[config.mk]
export PLATFORM = sky130hd
export DESIGN_NAME = bscrg_top
export DESIGN_NICKNAME = d
export VERILOG_FILES = /design/src/logic/bscrg_pkg.sv /design/src/logic/bscrg_top.sv
export SDC_FILE = /design/constraint.sdc
export NUM_CORES = 1
export LEC_CHECK = 0
export ABC_AREA = 1
export BUFFER_PORTS_ARGS = -buffer_cell sky130_fd_sc_hd__buf_2
export CORE_ASPECT_RATIO = 1.5
export CORE_MARGIN = 1.5
export CORE_UTILIZATION = 49
export CTS_BUF_LIST = sky130_fd_sc_hd__clkbuf_8
export DETAILED_ROUTE_END_ITERATION = 6
export PLACE_DENSITY = 0.91
export SLEW_MARGIN = 5
export SYNTH_ARGS = -nofsm -noshare
export SYNTH_HDL_FRONTEND = slang
export SYNTH_SLANG_ARGS = --single-unit
[constraint.sdc]
create_clock -name mclk -period 1.37 [get_ports mclk]
set_input_delay 0.0685 -clock mclk [delete_from_list [all_inputs] [get_ports mclk]]
set_output_delay 0.0685 -clock mclk [all_outputs]
set_load 0.02 [all_outputs]
[src/logic/bscrg_pkg.sv]
package bscrg_pkg;

    // ------------------------------------------------------------
    // Strap decode ceilings, one per index
    // ------------------------------------------------------------
    localparam int         STRAP_INDEX_COUNT = 9;
    localparam logic [7:0] STRAP_CEILING [STRAP_INDEX_COUNT] = '{
        8'h0a, 8'h18, 8'h2a, 8'h3f, 8'h59, 8'h77, 8'h9c, 8'hc9, 8'hff
    };
    localparam logic [3:0] STRAP_INDEX_UPDATE = 4'h8;  // Firmware update index
    localparam logic [3:0] STRAP_INDEX_RESET  = 4'h0;  // Open resistor default

    // ------------------------------------------------------------
    // Target addresses, 7 bits each
    // ------------------------------------------------------------
    localparam logic [6:0] ADDR_A_LOW  = 7'h22;
    localparam logic [6:0] ADDR_B_LOW  = 7'h26;
    localparam logic [6:0] ADDR_A_HIGH = 7'h23;
    localparam logic [6:0] ADDR_B_HIGH = 7'h27;

    // Index membership masks, bit n set for index n
    localparam logic [8:0] LOW_ADDR_MASK  = 9'h1a5;  // 0,2,5,7,8
    localparam logic [8:0] LOGIC_18_MASK  = 9'h0cc;  // 2,3,6,7
    localparam logic [8:0] EXT_HOST_MASK  = 9'h0aa;  // 1,3,5,7

    // ------------------------------------------------------------
    // Boot modes
    // ------------------------------------------------------------
    typedef enum logic [1:0] {
        BSCRG_BOOT_EEPROM   = 2'b00,
        BSCRG_BOOT_EXT_HOST = 2'b01,
        BSCRG_BOOT_FW_UPD   = 2'b10
    } bscrg_boot_t;

    // Settings derived from the strap
    typedef struct packed {
        logic [3:0]  index;        // Decoded strap index
        logic [6:0]  addr_a;       // Port A target address
        logic [6:0]  addr_b;       // Port B target address
        logic        logic_1v8;    // 1 = 1.8 V bus logic, 0 = 3.3 V
        bscrg_boot_t boot_mode;    // Boot source
    } bscrg_cfg_t;

    // Reset value of the settings: index 0
    localparam bscrg_cfg_t CFG_RESET = '{
        index: 4'h0, addr_a: 7'h22, addr_b: 7'h26, logic_1v8: 1'b0,
        boot_mode: BSCRG_BOOT_EEPROM
    };

    // Sequencer states
    typedef enum logic [1:0] {
        BSCRG_ST_OFF    = 2'b00,
        BSCRG_ST_SAMPLE = 2'b01,
        BSCRG_ST_WAIT   = 2'b10,
        BSCRG_ST_RUN    = 2'b11
    } bscrg_state_t;

endpackage : bscrg_pkg

[src/logic/bscrg_top.sv]
`timescale 1ns/1ps
// Function
// Logic held in reset until 5 V rises
// 5 V falling threshold forces hard reset
// Core reset released only when all rails good
// Sample strap, pick lowest index under ceiling
// Index selects addresses, logic level, boot mode
// Open resistor decodes as index zero
// Addresses presented as 7-bit values
// Index eight boots firmware update mode
// Power cycle or enable dip reboots
// Endpoint on port A only when enabled
// Settings latched once per boot
module bscrg_top (
    input  wire logic              mclk,                 // 40 MHz clock
    input  wire logic              rst,                  // Sync reset, high
    input  wire logic              five_volt_rail_ok,    // 5 V above rising threshold
    input  wire logic              five_volt_rail_fail,  // 5 V below falling threshold
    input  wire logic              three_v3_rail_ok,     // 3.3 V above rising threshold
    input  wire logic              one_v5_rail_ok,       // 1.5 V above rising threshold
    input  wire logic              enable_undervoltage_input, // Enable above operating level
    input  wire logic              adc_valid,            // Strap conversion done, pulse
    input  wire logic [7:0]        adc_value,            // Strap conversion result
    input  wire logic              endpoint_enable,      // Firmware request for endpoint
    output logic                   adc_start,            // Request strap conversion, pulse
    output logic                   logic_reset,          // Block logic held in reset
    output logic                   embedded_core_reset,  // Core reset, high holds
    output bscrg_pkg::bscrg_cfg_t  cfg,                  // Latched strap settings
    output logic                   cfg_valid,            // Settings latched this boot
    output logic                   endpoint_connect      // Endpoint on port A data pins
);
    import bscrg_pkg::*;

    // ------------------------------------------------------------
    // Input synchronisers
    // ------------------------------------------------------------
    logic [4:0] sync_a;       // First stage, read only by sync_b
    logic [4:0] sync_b;       // Second stage, safe to use
    logic       s_5v_ok;      // Synchronised 5 V good
    logic       s_5v_fail;    // Synchronised 5 V fail
    logic       s_3v3_ok;     // Synchronised 3.3 V good
    logic       s_1v5_ok;     // Synchronised 1.5 V good
    logic       s_enable;     // Synchronised enable level

    // Comparators run off the supply, not mclk, so two flops each
    always_ff @(posedge mclk)
    begin
        if (rst)
        begin
            sync_a <= 5'h00;
            sync_b <= 5'h00;
        end
        else
        begin
            sync_a <= {enable_undervoltage_input, one_v5_rail_ok, three_v3_rail_ok,
                       five_volt_rail_fail, five_volt_rail_ok};
            sync_b <= sync_a;
        end
    end

    assign s_5v_ok   = sync_b[0];
    assign s_5v_fail = sync_b[1];
    assign s_3v3_ok  = sync_b[2];
    assign s_1v5_ok  = sync_b[3];
    assign s_enable  = sync_b[4];

    // ------------------------------------------------------------
    // Decode helpers
    // ------------------------------------------------------------
    // Lowest index whose ceiling is not exceeded
    function automatic logic [3:0] strap_index(input logic [7:0] v);
        logic [3:0] idx;
        idx = STRAP_INDEX_UPDATE;
        for (int i = STRAP_INDEX_COUNT - 1; i >= 0; i--)
        begin
            if (v <= STRAP_CEILING[i])
                idx = 4'(i);
        end
        return idx;
    endfunction : strap_index

    // Settings from an index
    function automatic bscrg_cfg_t strap_cfg(input logic [3:0] idx);
        bscrg_cfg_t c;
        c.index     = idx;
        c.addr_a    = LOW_ADDR_MASK[idx] ? ADDR_A_LOW : ADDR_A_HIGH;
        c.addr_b    = LOW_ADDR_MASK[idx] ? ADDR_B_LOW : ADDR_B_HIGH;
        c.logic_1v8 = LOGIC_18_MASK[idx];
        if (idx == STRAP_INDEX_UPDATE)
            c.boot_mode = BSCRG_BOOT_FW_UPD;
        else if (EXT_HOST_MASK[idx])
            c.boot_mode = BSCRG_BOOT_EXT_HOST;
        else
            c.boot_mode = BSCRG_BOOT_EEPROM;
        return c;
    endfunction : strap_cfg

    // ------------------------------------------------------------
    // Boot sequencer
    // ------------------------------------------------------------
    bscrg_state_t state;       // Current state
    logic         all_good;    // All rails up and enabled
    logic         boot_drop;   // Any condition that restarts boot

    // Enable dip or 5 V loss restarts boot and re-reads the strap
    assign all_good  = s_5v_ok && s_3v3_ok && s_1v5_ok && s_enable;
    assign boot_drop = s_5v_fail || !s_5v_ok || !s_enable;

    // Strap is sampled only after 5 V is up so its bias is valid
    always_ff @(posedge mclk)
    begin
        if (rst)
            state <= BSCRG_ST_OFF;
        else if (boot_drop)
            state <= BSCRG_ST_OFF;
        else
        begin
            case (state)
                BSCRG_ST_OFF:    state <= BSCRG_ST_SAMPLE;
                BSCRG_ST_SAMPLE: state <= BSCRG_ST_WAIT;
                BSCRG_ST_WAIT:   if (adc_valid) state <= BSCRG_ST_RUN;
                default:         state <= BSCRG_ST_RUN;
            endcase
        end
    end

    // ------------------------------------------------------------
    // Conversion request
    // ------------------------------------------------------------
    always_ff @(posedge mclk)
    begin
        if (rst)
            adc_start <= 1'b0;
        else
            adc_start <= (state == BSCRG_ST_SAMPLE) && !boot_drop;
    end

    // ------------------------------------------------------------
    // Settings latch
    // ------------------------------------------------------------
    // Captured once per boot; a stray conversion later cannot move it
    always_ff @(posedge mclk)
    begin
        if (rst || boot_drop)
        begin
            cfg       <= CFG_RESET;
            cfg_valid <= 1'b0;
        end
        else if (state == BSCRG_ST_WAIT && adc_valid)
        begin
            cfg       <= strap_cfg(strap_index(adc_value));
            cfg_valid <= 1'b1;
        end
    end

    // ------------------------------------------------------------
    // Reset outputs
    // ------------------------------------------------------------
    always_ff @(posedge mclk)
    begin
        if (rst)
            logic_reset <= 1'b1;
        else
            logic_reset <= boot_drop;
    end

    // Core waits for all three rails and a latched strap
    always_ff @(posedge mclk)
    begin
        if (rst)
            embedded_core_reset <= 1'b1;
        else
            embedded_core_reset <= !(all_good && state == BSCRG_ST_RUN
                                     && !s_5v_fail);
    end

    // ------------------------------------------------------------
    // Endpoint connection
    // ------------------------------------------------------------
    always_ff @(posedge mclk)
    begin
        if (rst)
            endpoint_connect <= 1'b0;
        else
            endpoint_connect <= endpoint_enable && !embedded_core_reset;
    end

endmodule : bscrg_top

==> results by group <==
Outcome
  – Status: finished clean

Critical path
  – Startpoint types: flip-flop
  – Max incr delay on CP: 310 ps
  – CP required: 1560 ps
  – CP Class: flip-flop to flip-flop
  – Slowest cell on the critical path: dfxtp_1
  – Worst r2r src: state[0]
  – Crit end category: flip-flop
  – Critical-path cell list: inv_2, nand2_1, nor2_1, buf_4, nand3_1, a21oi_1
  – Worst Path Buf+Inv: 2
  – CP top delay family: simple AND/OR/NAND/NOR gates
  – Worst Path Arrival: 1280 ps
  – CP max FO: 6
  – R2R setup slack: 290 ps
  – Start point of the critical path: state[0]

Power and ir drop
  – Internal: 0.981 mW
  – Sequential group share of total power: 58.3%
  – Maximum VDD drop: 1.08 mV
  – Comb pwr share: 10.4%
  – Total power: 1.27 mW
  – Clk pwr share: 31.3%
  – Leakage: 0.654 nW
  – Pwr Density: 1010 nW/um^2
  – Switching power: 0.294 mW
  – Net Sw Frac: 23.0%

Die
  – DIE WIDTH: 41.6 um
  – Initial Util: 52.8%
  – Core area: 2080 um^2
  – Die footprint: 2540 um^2
  – Row cnt: 20
  – I/O pin cnt: 43
  – Die height: 61.0 um

Clocking
  – Hold Buf Count CTS: 0
  – Clock Sinks: 25
  – CTS buffer count: 3
  – Postcts setup bufs: 0
  – CTS tree: yes
  – H-tree levels: 1
  – CTS clk-pin slew, worst paths: 80 ps
  – Clock latency on the worst-skew pair: 260 ps
  – CTS Buffer Depth: 2
  – Cts repair resizes: 0
  – Clock root cell: clkbuf_8

Placement
  – IO buf count: 30
  – Area post-placement: 1210 um^2
  – DP HPWL: 1.54 mm
  – Placer Congestion: 0.876

Cells and area
  – Finished Cell Area: 1260 um^2
  – Most frequent cells in the layout: 35 x nand2_1, 30 x buf_2, 25 x dfxtp_1
  – Ratio of cells with drive above 1 in the final layout: 22.7%
  – Layout Area Growth over Synthesis: 14.5%
  – Filler instances: 213
  – Ant diodes: 0
  – Nets: 203
  – Commonest non-fill, non-tap cell in the layout: nand2_1

Synthesis
  – Avg Inst Size Synth: 7.08 um^2
  – Yosys warns: 0
  – Yosys reg bits: 25
  – Post-synthesis sequential area ratio: 45.6%
  – Post-Syn Instances: 155
  – Synthesized area: 1100 um^2
  – Yosys cell types: 19

Timing
  – Setup Skew: 2.49 ps
  – Fmax: 922 MHz
  – Fin crit period: 1080 ps
  – RSZ-0062 raised after global routing: false
  – Hold slack: 8.64 ps
  – Slew Limit Fails: 0
  – Final setup violation count: 0
  – Final period util: 79.2%
  – Setup_tns: 0 ps
  – Final hold vios: 0

GRT
  – Initial antenna violation count: 0
  – Pin count of the biggest net entering global routing: 14
  – Tot GR Track Use: 15.4%
  – First-pass GRT wire length: 2.95 mm
  – Global route overflow: 0
  – Vias in the first global route: 810

Detailed routing
  – Vias: 980
  – DRC Markers: 0
  – Wirelength per Cell: 8.94 um
  – Total iterations of the first detailed-routing run: 5
  – Post-route ant nets: 0
  – Via density: 4.73
  – DRT iter0 DRCs: 21
  – Total Wirelength: 1.85 mm

Job
  – Max-cap violations: 0

Worst hold path
  – HP Class: input port to flip-flop
  – Hold_sp: one_v5_rail_ok
==> metrics by stage <==
step	std cells	worst slack, ps	utilization [%]
after floorplan	165	227	-
after global placement	203	155	58.3
after detailed placement	203	101	58.3
after CTS	207	293	60.5
after global routing	207	171	60.5
final	207	285	60.5
==> state kept, by name, summed over array words and instances (netlist names) <==
| signal | count |
|---|---|
| sync_a | 5 |
| cfg | 8 |
| logic_reset | 1 |
| adc_start | 1 |
| endpoint_connect | 1 |
| embedded_core_reset | 1 |
| state | 2 |
| sync_b | 5 |
| cfg_valid | 1 |
==> tightest hold or removal path, cell delays in order <==
cell	delay [ps]
buf_2	70
inv_1	30
nor2_1	60
==> layout make-up <==
class	instances	area, um^2	area share (%)
clock buffer	3	41.3	3.29
clock inverter	1	3.75	0.299
inverter	26	97.6	7.77
multi-input combinational	99	428	34.1
sequential	25	500	39.8
tap	22	27.5	2.19
timing repair buffer	31	158	12.5
==> power by group through the flow <==
stage | sequential [mW] | clock (mW) | combinational [mW]
after floorplan | 0.760 | 0 | 0.116
after global placement | 0.760 | 0 | 0.130
after detailed placement | 0.761 | 0 | 0.133
after CTS | 0.743 | 0.410 | 0.133
after global routing | 0.744 | 0.432 | 0.152
final | 0.743 | 0.399 | 0.133
==> Yosys cell counts <==
cell type  instances  area share (%)
a21oi_1           10             4.6
a21oi_2            2             1.6
a31oi_1            1            0.57
and2_4             1            0.80
buf_4             14             9.6
clkbuf_1           1            0.34
conb_1             2            0.68
dfxtp_1           25              46
inv_1             21             7.2
inv_2              5             1.7
nand2_1           35              12
nand3_1            6             2.7
nand3b_1           1            0.68
nand4_1            1            0.57
nor2_1            22             7.5
nor3_1             2            0.91
nor3b_1            1            0.68
o21ai_0            2            0.91
o21ai_1            3             1.4
==> per-layer routing <==
metal / share of wire (%) / routed length, um / GRT usage (%) / up-vias
met1: 38 / 704 / 13.9 / 440
met2: 55 / 1020 / 30.6 / 28
met4: 3.2 / 59 / 11.1 / 0
li1: - / - / - / 506
met5: 0 / 0 / 0 / -
met3: 3.8 / 70 / 2.68 / 6
==> logic make-up after synthesis <==
family / synth area share [%]
other: 0.684
flip-flops: 45.6
AO/OA/AOI/OAI: 9.01
buffers and inverters: 18.8
AND/OR/NAND/NOR: 25.9
==> path summary, 6_finish.rpt <==
path,cells after the start,to
min reg2reg,2,sync_b[4]
max,6,cfg[2]
max reg2reg,6,cfg[2]
min,3,sync_a[3]
(Power assumes the default switching activity.)
